File: src/core/aomc_cfg.svh
`ifndef AOMC_CFG_SVH
`define AOMC_CFG_SVH
// Register indices; byte address is four times the index
`define AOMC_IDX_STATUS      8'h08
`define AOMC_IDX_FEATURE     8'h0D
`define AOMC_IDX_MODE        8'h10
`define AOMC_IDX_TRIGGER_SAMPLE_COUNT  8'h29
// Mode control field positions
`define AOMC_MODE_LSB        0
`define AOMC_MODE_MSB        2
`define AOMC_RESV_BIT        3
`define AOMC_XPD_BIT         4
`define AOMC_ZPD_BIT         6
`define AOMC_COUNTED_TRIGGER_MODE_BIT        7
// Feature field positions
`define AOMC_EXT_POL_BIT     6
`define AOMC_EXT_EN_BIT      7
// Reset values
`define AOMC_MODE_RST        8'h00
`define AOMC_FEATURE_RST     8'h00
`define AOMC_TRIGGER_SAMPLE_COUNT_RST  8'h00
// Trigger count meaning continuous sampling
`define AOMC_COUNT_CONT      8'hFF
// Timing: clock rate and least status lag
`define AOMC_CLK_KHZ         125000
`define AOMC_STATUS_LAG_MS   2
`define AOMC_HB_DIV          16
`endif

File: src/core/aomc_pkg.sv
package aomc_pkg;
  // Operating modes, one-hot
  typedef enum logic [5:0] {
    M_LOWEST  = 6'b00_0001,  // Lowest-power idle
    M_IDLE    = 6'b00_0010,  // Clocked idle
    M_WATCH   = 6'b00_0100,  // Activity watch
    M_WAKE    = 6'b00_1000,  // Continuous wake
    M_COMBINE = 6'b01_0000,  // Watch plus wake
    M_COUNTED = 6'b10_0000   // Counted trigger
  } aomc_mode_type;

  // APB request from the master
  typedef struct packed {
    logic        psel;
    logic        penable;
    logic        pwrite;
    logic [7:0]  paddr;
    logic [31:0] pwdata;
  } aomc_apb_req_type;

  // APB answer to the master
  typedef struct packed {
    logic [31:0] prdata;
    logic        pready;
    logic        pslverr;
  } aomc_apb_rsp_type;

  // Controller state
  typedef struct packed {
    aomc_mode_type mode;       // Current mode
    logic [7:0]    ctrl;       // Internal copy of mode control
    logic          pend;       // Software write waits for heartbeat
    logic [7:0]    pend_val;   // Value of that write
    logic [7:0]    trigger_sample_count; // Trigger sample count
    logic [7:0]    feature;    // External trigger settings
    logic          oneshot;    // Counted run returns to clocked idle
    logic [7:0]    taken;      // Samples requested in counted run
    logic          pin_q;      // Last pin level for edge detect
    logic [2:0]    rep_mode;   // Reported mode code
    logic [31:0]   lag_cnt;    // Status lag counter
    logic          clocks_run; // Internal clocks enabled
    logic          sniff_en;   // Activity watch enabled
    logic          sample_en;  // Sampling pipeline enabled
    logic          fifo_allow; // FIFO may operate
    logic [2:0]    axis_en;    // Axis enables, x in bit 0
    logic          sample_req; // One sample request pulse
  } aomc_state_type;
endpackage

File: src/core/aomc_apb_slave.sv
`timescale 1ns/1ps
`include "aomc_cfg.svh"
// APB slave with one wait state; registers sit at four times their index
module aomc_apb_slave (
  input  wire logic             clk_sys,   // System clock
  input  wire logic             rst,       // Synchronous reset
  input  aomc_pkg::aomc_apb_req_type apb_req, // Request from master
  output aomc_pkg::aomc_apb_rsp_type apb_rsp, // Answer to master
  input  wire logic [7:0]       stat_byte,  // Status register value
  input  wire logic [7:0]       feat_byte,  // Feature register value
  input  wire logic [7:0]       count_byte, // Trigger count value
  output logic                  wr_en,      // Write pulse
  output logic [7:0]            wr_idx,     // Register index written
  output logic [7:0]            wr_data     // Low byte written
);
  typedef struct packed {
    aomc_pkg::aomc_apb_rsp_type rsp; // Answer flops
  } aomc_slv_type;

  aomc_slv_type s_r;    // Registered state
  aomc_slv_type s_nxt;  // Next state
  logic [7:0]   idx;    // Decoded index
  logic         hit;    // Address maps to a register
  logic [7:0]   rd_val; // Read value

  // Address decode and read mux
  always_comb
  begin
    idx    = {2'b00, apb_req.paddr[7:2]};
    hit    = 1'b1;
    rd_val = 8'h00;
    if (apb_req.paddr[1:0] != 2'b00)
      hit = 1'b0;
    else if (idx == `AOMC_IDX_STATUS)
      rd_val = stat_byte;
    else if (idx == `AOMC_IDX_FEATURE)
      rd_val = feat_byte;
    else if (idx == `AOMC_IDX_TRIGGER_SAMPLE_COUNT)
      rd_val = count_byte;
    else if (idx != `AOMC_IDX_MODE)
      hit = 1'b0;  // Mode register is write-only and reads zero
  end

  // Ready rises in the second access cycle; answer drops after it
  always_comb
  begin
    s_nxt = '0;
    if (apb_req.psel && apb_req.penable && !s_r.rsp.pready)
    begin
      s_nxt.rsp.pready  = 1'b1;
      s_nxt.rsp.pslverr = !hit;
      s_nxt.rsp.prdata  = apb_req.pwrite ? 32'h0000_0000 : {24'h00_0000, rd_val};
    end
  end

  // State register
  always_ff @(posedge clk_sys)
  begin
    if (rst)
      s_r <= '0;
    else
      s_r <= s_nxt;
  end

  assign apb_rsp = s_r.rsp;
  // Write takes effect at the edge where ready is sampled high
  assign wr_en   = apb_req.psel && apb_req.penable && apb_req.pwrite
                   && s_r.rsp.pready && hit;
  assign wr_idx  = idx;
  assign wr_data = apb_req.pwdata[7:0];
endmodule

File: src/core/aomc_heartbeat.sv
`timescale 1ns/1ps
`include "aomc_cfg.svh"
// Internal heartbeat: one tick pulse every DIV clocks
module aomc_heartbeat #(
  parameter int DIV = `AOMC_HB_DIV  // Clocks per heartbeat
) (
  input  wire logic clk_sys,  // System clock
  input  wire logic rst,      // Synchronous reset
  output logic      tick      // One-cycle heartbeat pulse
);
  typedef struct packed {
    logic [15:0] cnt;  // Divider count
    logic        tick; // Tick flop
  } aomc_hb_type;

  aomc_hb_type hb_r;    // Registered state
  aomc_hb_type hb_nxt;  // Next state

  // Count down, pulse at wrap
  always_comb
  begin
    hb_nxt = hb_r;
    hb_nxt.tick = 1'b0;
    if (hb_r.cnt == 16'h0000)
    begin
      hb_nxt.cnt  = 16'(DIV - 1);
      hb_nxt.tick = 1'b1;
    end
    else
    begin
      hb_nxt.cnt = hb_r.cnt - 16'h0001;
    end
  end

  // State register
  always_ff @(posedge clk_sys)
  begin
    if (rst)
      hb_r <= '0;
    else
      hb_r <= hb_nxt;
  end

  assign tick = hb_r.tick;
endmodule

File: src/core/aomc_top.sv
// Added by the designer: the APB interface to the registers.
`timescale 1ns/1ps
`include "aomc_cfg.svh"
// Notes on behaviour
// - Mode control at 0x10, write-only, resets 0x00
// - Code 000: lowest power, clocks stopped
// - Code 001: clocks run, no sampling
// - Code 010: watch only, activity wakes device
// - Code 101: continuous sampling, watch off
// - Code 110: watch, sampling and FIFO together
// - Code 111: counted samples, then lowest idle
// - Bits 4..6 power down X, Y, Z
// - Bit 7 starts one-shot; 255 means continuous
// - One-shot count comes from register 0x29
// - One-shot only accepted from clocked idle
// - One-shot end returns to clocked idle
// - Mode change at the next heartbeat tick
// - Hardware updates mode bits on auto events
// - Reported mode lags writes by 2 ms
// - External trigger needs trigger code, no one-shot
// - Polarity bit picks falling or rising edge
module aomc_top #(
  parameter int HB_DIV         = `AOMC_HB_DIV,  // Clocks per heartbeat
  parameter int STATUS_LAG_CYC = `AOMC_STATUS_LAG_MS * `AOMC_CLK_KHZ // Status lag
) (
  input  wire logic             clk_sys,      // System clock, 125 MHz
  input  wire logic             rst,          // Synchronous reset, high
  input  aomc_pkg::aomc_apb_req_type apb_req, // APB request
  output aomc_pkg::aomc_apb_rsp_type apb_rsp, // APB answer
  input  wire logic             activity_hit,  // Activity detected pulse
  input  wire logic             active_low_interrupt_pin, // Pin level in
  output logic                  clocks_run,    // Internal clocks enabled
  output logic                  sniff_en,      // Activity watch enabled
  output logic                  sample_en,     // Sampling pipeline enabled
  output logic                  fifo_allow,    // FIFO may operate
  output logic [2:0]            axis_en,       // Axis enables, x in bit 0
  output logic                  sample_req,    // One sample request pulse
  output logic [2:0]            mode_code      // Reported mode code
);
  // ****************************************************************
  // Declarations
  // ****************************************************************
  localparam int HB_WAIT = HB_DIV + 2;  // Bound on mode change wait

  aomc_pkg::aomc_state_type st_r;    // Registered state
  aomc_pkg::aomc_state_type st_nxt;  // Next state
  logic       hb_tick;               // Heartbeat pulse
  logic       wr_en;                 // Register write pulse
  logic [7:0] wr_idx;                // Index written
  logic [7:0] wr_data;               // Data written
  logic       pin_edge;              // Selected pin edge seen
  logic       pace;                  // Counted sample pacing event
  logic [7:0] count_eff;             // Count with zero read as one
  logic       run_done;              // Counted run ends this cycle

  // Code to mode, for legal codes
  function automatic aomc_pkg::aomc_mode_type mode_of(input logic [2:0] c);
    aomc_pkg::aomc_mode_type m;
    m = aomc_pkg::M_LOWEST;
    unique case (c)
      3'b001:  m = aomc_pkg::M_IDLE;
      3'b010:  m = aomc_pkg::M_WATCH;
      3'b101:  m = aomc_pkg::M_WAKE;
      3'b110:  m = aomc_pkg::M_COMBINE;
      3'b111:  m = aomc_pkg::M_COUNTED;
      default: m = aomc_pkg::M_LOWEST;
    endcase
    return m;
  endfunction

  // Mode to code
  function automatic logic [2:0] code_of(input aomc_pkg::aomc_mode_type m);
    logic [2:0] c;
    c = 3'b000;
    unique case (m)
      aomc_pkg::M_LOWEST:  c = 3'b000;
      aomc_pkg::M_IDLE:    c = 3'b001;
      aomc_pkg::M_WATCH:   c = 3'b010;
      aomc_pkg::M_WAKE:    c = 3'b101;
      aomc_pkg::M_COMBINE: c = 3'b110;
      aomc_pkg::M_COUNTED: c = 3'b111;
    endcase
    return c;
  endfunction

  // ****************************************************************
  // Submodules
  // ****************************************************************
  // Heartbeat pacing of mode changes
  aomc_heartbeat #(
    .DIV (HB_DIV)
  ) u_hb (
    .clk_sys (clk_sys),
    .rst     (rst),
    .tick    (hb_tick)
  );

  // Register access over APB
  aomc_apb_slave u_apb (
    .clk_sys    (clk_sys),
    .rst        (rst),
    .apb_req    (apb_req),
    .apb_rsp    (apb_rsp),
    .stat_byte  ({5'b0_0000, st_r.rep_mode}),
    .feat_byte  (st_r.feature),
    .count_byte (st_r.trigger_sample_count),
    .wr_en      (wr_en),
    .wr_idx     (wr_idx),
    .wr_data    (wr_data)
  );

  // ****************************************************************
  // Sample pacing
  // ****************************************************************
  // Edge on the pin as chosen by polarity, 0 falling, 1 rising
  always_comb
  begin
    if (st_r.feature[`AOMC_EXT_POL_BIT])
      pin_edge = active_low_interrupt_pin && !st_r.pin_q;
    else
      pin_edge = !active_low_interrupt_pin && st_r.pin_q;
    // External edges pace counted mode when enabled, else heartbeat
    pace = st_r.feature[`AOMC_EXT_EN_BIT] ? pin_edge : hb_tick;
    count_eff = (st_r.trigger_sample_count == 8'h00) ? 8'h01 : st_r.trigger_sample_count;
    // Count of 255 never ends the run
    run_done = (st_r.mode == aomc_pkg::M_COUNTED) && pace
               && (st_r.trigger_sample_count != `AOMC_COUNT_CONT)
               && (st_r.taken + 8'h01 == count_eff);
  end

  // ****************************************************************
  // Next state
  // ****************************************************************
  always_comb
  begin
    st_nxt = st_r;
    st_nxt.pin_q = active_low_interrupt_pin;
    st_nxt.sample_req = 1'b0;

    // Configuration writes
    if (wr_en && wr_idx == `AOMC_IDX_MODE)
    begin
      st_nxt.pend     = 1'b1;  // Wait for heartbeat
      st_nxt.pend_val = wr_data;
    end
    if (wr_en && wr_idx == `AOMC_IDX_TRIGGER_SAMPLE_COUNT)
      st_nxt.trigger_sample_count = wr_data;
    if (wr_en && wr_idx == `AOMC_IDX_FEATURE)
      st_nxt.feature = wr_data & 8'hC0;

    // Counted run: request a sample on each pacing event
    if (st_r.mode == aomc_pkg::M_COUNTED && pace)
    begin
      st_nxt.sample_req = 1'b1;
      st_nxt.taken      = st_r.taken + 8'h01;
      if (run_done)
      begin
        // One-shot ends in clocked idle, mode code run in lowest idle
        st_nxt.mode = st_r.oneshot ? aomc_pkg::M_IDLE : aomc_pkg::M_LOWEST;
        st_nxt.ctrl[2:0] = code_of(st_nxt.mode);
        st_nxt.taken = 8'h00;
      end
    end

    // Activity while watching moves to continuous wake
    if (st_r.mode == aomc_pkg::M_WATCH && activity_hit)
    begin
      st_nxt.mode      = aomc_pkg::M_WAKE;
      st_nxt.ctrl[2:0] = 3'b101;
    end

    // Pending software write applied at the heartbeat
    if (st_r.pend && hb_tick)
    begin
      // A mode write landing on this same tick stays pending: set wins
      st_nxt.pend = wr_en && (wr_idx == `AOMC_IDX_MODE);
      st_nxt.ctrl[6:4] = st_r.pend_val[6:4];
      if (st_r.pend_val[`AOMC_COUNTED_TRIGGER_MODE_BIT])
      begin
        // One-shot only from clocked idle and not with external trigger
        if (st_r.mode == aomc_pkg::M_IDLE
            && !st_r.feature[`AOMC_EXT_EN_BIT])
        begin
          st_nxt.mode      = aomc_pkg::M_COUNTED;
          st_nxt.oneshot   = 1'b1;
          st_nxt.taken     = 8'h00;
          st_nxt.ctrl[2:0] = 3'b111;
        end
      end
      else if (st_r.pend_val[2:0] != 3'b011 && st_r.pend_val[2:0] != 3'b100)
      begin
        // Legal code; reserved codes and bit 3 are dropped
        st_nxt.mode      = mode_of(st_r.pend_val[2:0]);
        st_nxt.oneshot   = 1'b0;
        st_nxt.taken     = 8'h00;
        st_nxt.ctrl[2:0] = st_r.pend_val[2:0];
      end
    end

    // Enables per mode
    st_nxt.clocks_run = 1'b1;
    st_nxt.sniff_en   = 1'b0;
    st_nxt.sample_en  = 1'b0;
    st_nxt.fifo_allow = 1'b0;
    unique case (st_nxt.mode)
      aomc_pkg::M_LOWEST:  st_nxt.clocks_run = 1'b0;
      aomc_pkg::M_IDLE:    st_nxt.clocks_run = 1'b1;
      aomc_pkg::M_WATCH:   st_nxt.sniff_en   = 1'b1;
      aomc_pkg::M_WAKE:
      begin
        st_nxt.sample_en  = 1'b1;
        st_nxt.fifo_allow = 1'b1;
      end
      aomc_pkg::M_COMBINE:
      begin
        st_nxt.sniff_en   = 1'b1;
        st_nxt.sample_en  = 1'b1;
        st_nxt.fifo_allow = 1'b1;
      end
      aomc_pkg::M_COUNTED:
      begin
        st_nxt.sample_en  = 1'b1;
        st_nxt.fifo_allow = 1'b1;
      end
    endcase
    st_nxt.axis_en = ~st_nxt.ctrl[6:4];

    // Reported mode follows only after the lag has run out
    if (code_of(st_nxt.mode) == st_r.rep_mode)
      st_nxt.lag_cnt = 32'h0000_0000;
    else if (code_of(st_nxt.mode) != code_of(st_r.mode))
      st_nxt.lag_cnt = 32'h0000_0000;  // Restart on a new mode
    else if (st_r.lag_cnt + 32'h0000_0001 >= 32'(STATUS_LAG_CYC))
    begin
      st_nxt.rep_mode = code_of(st_r.mode);
      st_nxt.lag_cnt  = 32'h0000_0000;
    end
    else
      st_nxt.lag_cnt = st_r.lag_cnt + 32'h0000_0001;
  end

  // ****************************************************************
  // State register
  // ****************************************************************
  always_ff @(posedge clk_sys)
  begin
    if (rst)
    begin
      st_r            <= '0;
      st_r.mode       <= aomc_pkg::M_LOWEST;
      st_r.ctrl       <= `AOMC_MODE_RST;
      st_r.trigger_sample_count <= `AOMC_TRIGGER_SAMPLE_COUNT_RST;
      st_r.feature    <= `AOMC_FEATURE_RST;
      st_r.axis_en    <= 3'b111;
      st_r.pin_q      <= 1'b1;
    end
    else
      st_r <= st_nxt;
  end

  // Outputs straight from flops
  assign clocks_run = st_r.clocks_run;
  assign sniff_en   = st_r.sniff_en;
  assign sample_en  = st_r.sample_en;
  assign fifo_allow = st_r.fifo_allow;
  assign axis_en    = st_r.axis_en;
  assign sample_req = st_r.sample_req;
  assign mode_code  = st_r.rep_mode;

  // ****************************************************************
  // Assertions
  // ****************************************************************
  a_reset_lowest: assert property (@(posedge clk_sys) rst |=>
    st_r.mode == aomc_pkg::M_LOWEST && axis_en == 3'b111 && !clocks_run)
    else $error("reset did not select lowest idle");

  a_lowest_stopped: assert property (@(posedge clk_sys) disable iff (rst)
    st_r.mode == aomc_pkg::M_LOWEST |-> !clocks_run && !sample_en && !sniff_en)
    else $error("lowest idle has activity");

  a_idle_quiet: assert property (@(posedge clk_sys) disable iff (rst)
    st_r.mode == aomc_pkg::M_IDLE |-> clocks_run && !sample_en && !sniff_en)
    else $error("clocked idle wrong enables");

  a_watch_wakes: assert property (@(posedge clk_sys) disable iff (rst)
    st_r.mode == aomc_pkg::M_WATCH && activity_hit && !(st_r.pend && hb_tick)
    |=> st_r.mode == aomc_pkg::M_WAKE && sample_en && !sniff_en)
    else $error("activity did not wake");

  a_wake_enables: assert property (@(posedge clk_sys) disable iff (rst)
    st_r.mode == aomc_pkg::M_WAKE |-> sample_en && !sniff_en && clocks_run)
    else $error("continuous wake enables wrong");

  a_combined_all: assert property (@(posedge clk_sys) disable iff (rst)
    st_r.mode == aomc_pkg::M_COMBINE |-> sniff_en && sample_en && fifo_allow)
    else $error("combined mode enables wrong");

  a_counted_run: assert property (@(posedge clk_sys) disable iff (rst)
    st_r.mode == aomc_pkg::M_COUNTED |-> sample_en && fifo_allow && !sniff_en)
    else $error("counted mode enables wrong");

  a_axis_follow: assert property (@(posedge clk_sys) disable iff (rst)
    st_r.pend && hb_tick |=> axis_en == ~$past(st_r.pend_val[6:4]))
    else $error("axis enables not applied");

  a_endless_run: assert property (@(posedge clk_sys) disable iff (rst)
    st_r.mode == aomc_pkg::M_COUNTED && st_r.trigger_sample_count == `AOMC_COUNT_CONT
    && !(st_r.pend && hb_tick) |=> st_r.mode == aomc_pkg::M_COUNTED)
    else $error("endless run stopped");

  a_oneshot_end: assert property (@(posedge clk_sys) disable iff (rst)
    run_done && st_r.oneshot && !(st_r.pend && hb_tick)
    |=> st_r.mode == aomc_pkg::M_IDLE && st_r.ctrl[2:0] == 3'b001)
    else $error("one-shot did not return to clocked idle");

  a_counted_trigger_mode_refused: assert property (@(posedge clk_sys) disable iff (rst)
    st_r.pend && hb_tick && st_r.pend_val[7] && st_r.mode != aomc_pkg::M_IDLE
    && !run_done && !activity_hit |=> st_r.mode == $past(st_r.mode))
    else $error("one-shot taken outside clocked idle");

  a_mode_latency: assert property (@(posedge clk_sys) disable iff (rst)
    wr_en && wr_idx == `AOMC_IDX_MODE && wr_data[2:0] == 3'b101 && !wr_data[7]
    |-> ##[1:HB_WAIT] st_r.mode == aomc_pkg::M_WAKE)
    else $error("mode change too slow");

  a_reserved_keep: assert property (@(posedge clk_sys) disable iff (rst)
    st_r.pend && hb_tick && !st_r.pend_val[7] && st_r.pend_val[2:0] == 3'b011
    && !run_done && !activity_hit |=> st_r.mode == $past(st_r.mode))
    else $error("reserved code changed mode");

  a_status_lag: assert property (@(posedge clk_sys) disable iff (rst)
    $changed(st_r.rep_mode) |-> $past(st_r.lag_cnt) + 32'h0000_0001
    >= 32'(STATUS_LAG_CYC))
    else $error("status mode updated early");

  c_oneshot: cover property (@(posedge clk_sys) disable iff (rst)
    run_done && st_r.oneshot);

  c_wake: cover property (@(posedge clk_sys) disable iff (rst)
    st_r.mode == aomc_pkg::M_WATCH && activity_hit);

  c_ext_edge: cover property (@(posedge clk_sys) disable iff (rst)
    st_r.mode == aomc_pkg::M_COUNTED && st_r.feature[7] && pin_edge);

  c_status: cover property (@(posedge clk_sys) disable iff (rst)
    $changed(st_r.rep_mode));
endmodule

File: config.mk
export PLATFORM = sky130hd
export DESIGN_NAME = aomc_top
export DESIGN_NICKNAME = d
export VERILOG_FILES = /design/src/core/aomc_pkg.sv /design/src/core/aomc_apb_slave.sv /design/src/core/aomc_heartbeat.sv /design/src/core/aomc_top.sv
export VERILOG_INCLUDE_DIRS = /design/src /design/src/core
export SDC_FILE = /design/constraint.sdc
export NUM_CORES = 1
export LEC_CHECK = 0
export BUFFER_PORTS_ARGS = -buffer_cell sky130_fd_sc_hd__buf_2
export CAP_MARGIN = 20
export CORE_MARGIN = 10
export CORE_UTILIZATION = 59
export CTS_BUF_LIST = sky130_fd_sc_hd__clkbuf_8
export CTS_CLUSTER_SIZE = 30
export DETAILED_ROUTE_END_ITERATION = 10
export PLACE_DENSITY_LB_ADDON = 0.25
export SYNTH_ARGS = -nofsm -noshare
export SYNTH_HDL_FRONTEND = slang
export SYNTH_SLANG_ARGS = --single-unit
File: constraint.sdc
create_clock -name clk_sys -period 4.65 [get_ports clk_sys]
set_clock_uncertainty 0.15 [all_clocks]
set_input_delay 0.2325 -clock clk_sys [delete_from_list [all_inputs] [get_ports clk_sys]]
set_output_delay 0.2325 -clock clk_sys [all_outputs]
set_load 0.01 [all_outputs]
## Yosys cells after proc, flatten, opt, wreduce, memory -nomap -nowiden

Cells that the tools add are included.

- Multiply operators: 0
- Equal/unequal tests: 35
- $add $sub $neg: 3
- Reduce and logical (&&, ||, !) cells: 36
- Bitwise operators: 4
- Divide/modulo/power cells: 0
- Shift operators: 0
- Multiplexer cells: 47
- Magnitude comparators: 1

Operators with widths:

| kind | number |
|---|---|
| two-way mux 8 bit | 7 |
| one-hot mux 3 bit (6 select lines) | 3 |
| two-way mux 6 bit | 7 |
| two-way mux 9 bit | 4 |
| adder 32 x 1 -> 32 bit (second input constant) | 1 |
| >= comparator 32 x 18 -> 1 bit (second input constant) | 1 |
| one-hot mux 6 bit (5 select lines) | 1 |
| two-way mux 3 bit | 9 |
| == test 6 x 4 -> 1 bit (second input constant) | 4 |
| == test 6 x 5 -> 1 bit (second input constant) | 3 |
| == test 6 bit (second input constant) | 3 |
| logical AND 1 bit | 17 |
| logical NOT 16 bit | 1 |
| subtractor 16 x 1 -> 16 bit (second input constant) | 1 |
| == test 6 x 1 -> 1 bit (second input constant) | 2 |
| == test 6 x 2 -> 1 bit (second input constant) | 2 |
| == test 6 x 3 -> 1 bit (second input constant) | 2 |
| two-way mux 1 bit | 11 |
| == test 3 bit (second input constant) | 3 |
| adder 8 x 1 -> 8 bit (second input constant) | 1 |
| == test 8 bit | 1 |
| logical NOT 8 bit | 1 |
| two-way mux 4 bit | 2 |
| inequality test 8 bit (second input constant) | 1 |
| 24 further kinds | 38 |

- ROM bits: 0
- Input bits: 47
- Latch bits: 0
- Memories: 0
- Bits in writable memories: 0
- Logic and storage cells: 151
- Output and inout port bits: 45
- Bits in registers: 135

## Logic depth before layout (Yosys ltp)

- Word-level depth: 20
- Depth in mapped cells: 14
- Gate-level depth less buffers: 11

## Hierarchy

A second synthesis with hierarchy kept.

- Cell total of the unflattened synthesis: 695
- Area total of the unflattened synthesis: 6023.3 um^2

By module, submodules not included:

| module | area an instance (um^2) | cells an instance | times used |
|---|---|---|---|
| aomc_top | 4399.2 | 507 | 1 |
| aomc_apb_slave | 887.1 | 108 | 1 |
| aomc_heartbeat | 737.0 | 80 | 1 |

## Worst setup path before layout

OpenSTA, ideal clock, no wires.

- Kind: reg2reg
- Start point: reg st_r[8] (netlist bit)
- End point: reg st_r[17] (netlist bit)
- Data required time: 4438 ps
- Stages on the path, launching flop included: 15
- Arrival: 3798 ps
- Period minus slack after synthesis: 4010 ps
- Slack: 640 ps
- Path through: dfxtp_1 ha_1 nand3_1 or4_4 buf_6 nor4_1 mux2i_1 a32oi_1 or4_1 a2111o_1 nor4b_2 or4b_1 buf_6 buf_12 nor2_4

- Word-level cells in the longest chain between the ends: 3

RTL lines:

| item | line | source |
|---|---|---|
| start, declared | aomc_top.sv:45 | `aomc_pkg::aomc_state_type st_r;` |
| start signal, assigned | aomc_top.sv:258 | `st_r <= st_nxt;` |
| adder 32 x 1 -> 32 bit (*) | aomc_top.sv:233, aomc_top.sv:239 |  |
| >= comparator 32 x 18 -> 1 bit | aomc_top.sv:233 | `else if (st_r.lag_cnt + 32'h0000_0001 >= 32'(STATUS_LAG_CYC))` |
| OR reduction 4 bit (no line) | n/a |  |

Mark *: on every way between the ends. The rest lies on a longest branch, timed or not.
A chain may end at the register's enable or synchronous reset.

## Final worst setup path

- Start point: reg st_r[8] (netlist bit)
- End point: reg st_r[14] (netlist bit)

Same word-level chain as after synthesis.

==> impl_metrics.prom <==
# TYPE chip_impl_metric gauge
chip_impl_metric{name="drcViolationCount",unit=""} 0
chip_impl_info{name="min_from",value="apb_req[6]"} 1
chip_impl_metric{name="finish.utilization",unit="%"} 65.74
chip_impl_metric{name="timing.reg2reg.setup_slack",unit="ns"} 0.30
chip_impl_metric{name="route.met2.wl",unit="mm"} 5.621
chip_impl_info{name="status",value="finished, final reports clean"} 1
chip_impl_metric{name="synth.yosys.warnings",unit=""} 0
chip_impl_info{name="timing.critical_path.from_type",value="flip-flop"} 1
chip_impl_metric{name="clock.fmax",unit="MHz"} 230.1
chip_impl_metric{name="antennaDiodeCount",unit=""} 0
chip_impl_metric{name="antenna_violations_before_repair",unit=""} 0
chip_impl_metric{name="post_synthesis_average_cell_area",unit="sq um"} 8.708
chip_impl_metric{name="synth_cell_type_count",unit=""} 73
chip_impl_info{name="yosysMostFrequentCell",value="sky130_fd_sc_hd__dfxtp_1"} 1
chip_impl_metric{name="post_synth_inst_count",unit=""} 641
chip_impl_metric{name="maxCapViolations",unit=""} 0
chip_impl_metric{name="top_level_ports",unit=""} 92
chip_impl_info{name="slowest_stage",value="sky130_fd_sc_hd__or4b_1"} 1
chip_impl_metric{name="post_route_cells_drive_above_1_share",unit="%"} 13.81
chip_impl_metric{name="clock_tree.buffer_depth",unit=""} 2
chip_impl_info{name="timing.hold.worst_endpoint",value="st_r[59]$_SDFFE_PP0P_"} 1
chip_impl_metric{name="grt_pass1_wl",unit="mm"} 20.20
chip_impl_metric{name="filler_cell_count",unit=""} 769
chip_impl_metric{name="detail_route.wirelength.met1",unit="mm"} 5.392
chip_impl_metric{name="total_power",unit="mW"} 1.895
chip_impl_metric{name="growth_of_design_area_from_synthesis_to_finish",unit="%"} 8.832
chip_impl_metric{name="final_max_slew_viol_count",unit=""} 0
chip_impl_metric{name="drt_pre_antenna_iters",unit=""} 6
chip_impl_metric{name="clock_insertion_delay_worst_skew",unit="ns"} 0.36
chip_impl_metric{name="multiInputGateArea",unit="sq um"} 3167
chip_impl_metric{name="finalSetupViolations",unit=""} 0
chip_impl_metric{name="actual_transition_at_the_worst_max_transition_pin",unit="ns"} 0.7767
chip_impl_metric{name="slew_headroom",unit="%"} 47.49
chip_impl_metric{name="clock_sink_count",unit=""} 106
chip_impl_metric{name="core_region_area",unit="sq um"} 9240
chip_impl_metric{name="num_vias",unit=""} 4636
chip_impl_metric{name="routed_wirelength",unit="mm"} 11.93
chip_impl_metric{name="timing.setup.tns",unit="ns"} 0
chip_impl_metric{name="vias_per_cell",unit=""} 5.626
chip_impl_metric{name="cts_max_level",unit=""} 3
chip_impl_metric{name="global_route.overflow_total",unit=""} 0
chip_impl_info{name="grt_setup_unrepaired",value="false"} 1
chip_impl_metric{name="final.min_clock_period",unit="ns"} 4.347
chip_impl_metric{name="synth.yosys.seq_area_share",unit="%"} 38.02
chip_impl_metric{name="dpl.hpwl",unit="mm"} 9.110
chip_impl_metric{name="critical_path_arrival",unit="ns"} 4.50
chip_impl_metric{name="synth-seq-cells",unit=""} 106
chip_impl_info{name="crit_path_end_kind",value="flip-flop"} 1
chip_impl_info{name="crit_reg_reg_startpoint",value="st_r[8]$_SDFF_PP0_"} 1
chip_impl_metric{name="sequential_cell_area",unit="sq um"} 2122
chip_impl_metric{name="die-area",unit="sq um"} 13750
chip_impl_metric{name="maximum_number_of_pins_on_one_net_before_global_route_repair",unit=""} 46
chip_impl_info{name="cell_type_group_with_the_largest_total_delay_on_the_critical_path",value="simple AND/OR/NAND/NOR gates"} 1
chip_impl_metric{name="finalHoldViolCount",unit=""} 0
chip_impl_info{name="route.top_layer_used",value="met4"} 1
chip_impl_info{name="synth_top_area_cell",value="sky130_fd_sc_hd__dfxtp_1"} 1
chip_impl_metric{name="cell_depth_of_the_worst_min_delay_path",unit=""} 3
chip_impl_info{name="ys_dominant_reg_cell",value="sky130_fd_sc_hd__dfxtp_1"} 1
chip_impl_info{name="ys_top_cells_by_area",value="sky130_fd_sc_hd__dfxtp_1, sky130_fd_sc_hd__nor2_1, sky130_fd_sc_hd__xnor2_1, sky130_fd_sc_hd__mux2i_1, sky130_fd_sc_hd__buf_4"} 1
chip_impl_metric{name="die_w",unit="um"} 117.3
chip_impl_metric{name="path_buf_inv",unit=""} 1
chip_impl_metric{name="drt-initial-drc-count",unit=""} 290
chip_impl_metric{name="ant_nets",unit=""} 0
chip_impl_metric{name="final_weighted_congestion_in_routability_driven_placement",unit=""} 0.8868
chip_impl_metric{name="leakage",unit="nW"} 2.335
chip_impl_metric{name="total_met3_wirelength_after_detailed_routing",unit="um"} 846
chip_impl_metric{name="io_buffer_count",unit=""} 43
chip_impl_metric{name="synthArstFlopShare",unit="%"} 0
chip_impl_metric{name="timing.final.crit_share",unit="%"} 93.48
chip_impl_metric{name="netlist_area",unit="sq um"} 5582
chip_impl_info{name="min_path_type",value="in -> reg"} 1
chip_impl_info{name="crit_path_cell_trace",value="ha_1 > nand3_1 > or4_4 > nor4_1 > mux2i_1 > a32oi_1 > or4_1 > a2111o_1 > nor4b_2 > or4b_1 > buf_4 > nor2_1"} 1
chip_impl_metric{name="number_of_enable_type_register_cells_in_the_synthesized_netlist",unit=""} 0
chip_impl_metric{name="worstPathRequired",unit="ns"} 4.80
chip_impl_info{name="clock_tree.root_cell",value="sky130_fd_sc_hd__clkbuf_8"} 1
chip_impl_info{name="synth_top_cells_by_count",value="sky130_fd_sc_hd__dfxtp_1, sky130_fd_sc_hd__nor2_1, sky130_fd_sc_hd__nand2_1"} 1
chip_impl_info{name="cts_tree",value="done"} 1
chip_impl_metric{name="drt-wirelength-per-cell",unit="um"} 14.48
chip_impl_metric{name="clk_transition_reported_paths",unit="ns"} 0.10
chip_impl_metric{name="post-synth-top-area-fraction",unit="%"} 38.02
chip_impl_metric{name="critical_path.max_stage_delay",unit="ns"} 0.60
chip_impl_metric{name="start_util",unit="%"} 60.41
chip_impl_metric{name="critical_path_peak_fanout",unit=""} 10
chip_impl_metric{name="peakVddDrop",unit="mV"} 0.3020
chip_impl_metric{name="num_rows",unit=""} 35
chip_impl_info{name="crit_type",value="reg -> reg"} 1
chip_impl_info{name="reg2reg_to",value="st_r[14]$_SDFF_PP0_"} 1
chip_impl_metric{name="vias_in_the_first_global_route",unit=""} 4311
chip_impl_metric{name="final_net_count",unit=""} 741
chip_impl_metric{name="cts_inserted_buffers",unit=""} 9
chip_impl_metric{name="gr-usage-all-layers",unit="%"} 17.86
chip_impl_metric{name="power_density_cells",unit="nW/um^2"} 311.9
chip_impl_metric{name="die-height",unit="um"} 117.3
chip_impl_metric{name="rr_worst_depth",unit=""} 12
metal layers:
metal / vias to the layer above / GRT usage, %
met3: 9 / 4.027
met2: 131 / 29.09
met4: 0 / 3.871
li1: 2310 / -
met1: 2186 / 23.60
met5: - / 0
sequential cells by signal, indices dropped and copies added (netlist names):
signal         cells
clocks_run         1
st_r              69
sniff_en           1
axis_en            3
sample_en          1
u_apb.apb_rsp     10
mode_code          3
u_hb.hb_r         16
sample_req         1
u_hb.tick          1
report_power, final:
group          internal [mW]  switching (mW)  total, mW
Combinational          0.132           0.149      0.281
Clock                  0.269           0.314      0.583
Sequential             0.972          0.0590       1.03
logic make-up after synthesis:
family                     after synthesis  share of synthesized area [%]
other                                    1                        0.06718
muxes                                   26                          4.707
and+or+nand+nor                        271                          26.63
AOI/OAI and AO/OA                      107                          13.67
DFF                                    106                          38.02
adders and majority gates                4                         0.8967
buffers and inverters                   74                          7.846
xor gates and xnor gates                52                          8.160
worst reg2reg max path, cell delays in order (launching register included):
cell                       delay, ns
sky130_fd_sc_hd__dfxtp_1        0.42
sky130_fd_sc_hd__ha_1           0.28
sky130_fd_sc_hd__nand3_1        0.14
sky130_fd_sc_hd__or4_4          0.56
sky130_fd_sc_hd__nor4_1         0.46
sky130_fd_sc_hd__mux2i_1        0.23
sky130_fd_sc_hd__a32oi_1        0.06
sky130_fd_sc_hd__or4_1          0.40
sky130_fd_sc_hd__a2111o_1       0.40
sky130_fd_sc_hd__nor4b_2        0.21
sky130_fd_sc_hd__or4b_1         0.60
sky130_fd_sc_hd__buf_4          0.25
sky130_fd_sc_hd__nor2_1         0.13
final cells by class:
class / instances / share of cell area [%]
multi-input cells: 498 / 52.13
inverters: 17 / 1.050
flip-flops and latches: 106 / 34.93
clock inverters: 6 / 1.195
well taps: 129 / 2.657
clock buffers: 10 / 2.266
repair buffers: 58 / 5.767
worst max-delay path by stage:
stage                                   from                  end  slack [ns]  depth (start not counted)
after floorplan           st_r[8]$_SDFF_PP0_  st_r[17]$_SDFF_PP0_        0.64                         14
after global placement    st_r[8]$_SDFF_PP0_  st_r[19]$_SDFF_PP0_        0.38                         12
after detailed placement  st_r[8]$_SDFF_PP0_  st_r[19]$_SDFF_PP0_        0.32                         12
after CTS                 st_r[8]$_SDFF_PP0_  st_r[14]$_SDFF_PP0_        0.28                         12
after global routing      st_r[8]$_SDFF_PP0_  st_r[10]$_SDFF_PP0_        0.05                         12
final                     st_r[8]$_SDFF_PP0_  st_r[14]$_SDFF_PP0_        0.30                         12
cell usage in the layout (no fill, tap or decap), types with 12 or more instances in the layout:
cell                       Yosys  layout
sky130_fd_sc_hd__dfxtp_1     106     106
sky130_fd_sc_hd__nand2b_1     12      12
sky130_fd_sc_hd__nor4_1       12      12
sky130_fd_sc_hd__mux2i_1      24      24
sky130_fd_sc_hd__o21ai_0      21      21
sky130_fd_sc_hd__xnor2_1      32      32
sky130_fd_sc_hd__nand2_1      42      42
sky130_fd_sc_hd__nor3_1       24      24
sky130_fd_sc_hd__buf_2         4      43
sky130_fd_sc_hd__inv_1        17      17
sky130_fd_sc_hd__conb_1        1      38
sky130_fd_sc_hd__xor2_1       20      20
sky130_fd_sc_hd__a21oi_1      15      15
sky130_fd_sc_hd__nor2_1       80      80
through the flow:
stage	std cells	hold slack, ns	instance area (sq um)	setup slack [ns]
after floorplan	678	0.1891	5720	0.6399
after global placement	799	0.2983	5768	0.3849
after detailed placement	799	0.3066	5768	0.3194
after CTS	824	0.0003131	6068	0.2762
after global routing	824	0.04634	6075	0.05068
final	824	0.02017	6075	0.3031
repair_timing:
item | CTS | global route
endpoints found under the hold margin | 13 | 0
endpoints found under the setup margin | 0 | 3
buffers inserted | 0 | 0
gates resized for setup | 0 | 1
hold buffers | 9 | 0
Power figures use the tool's default switching activity.
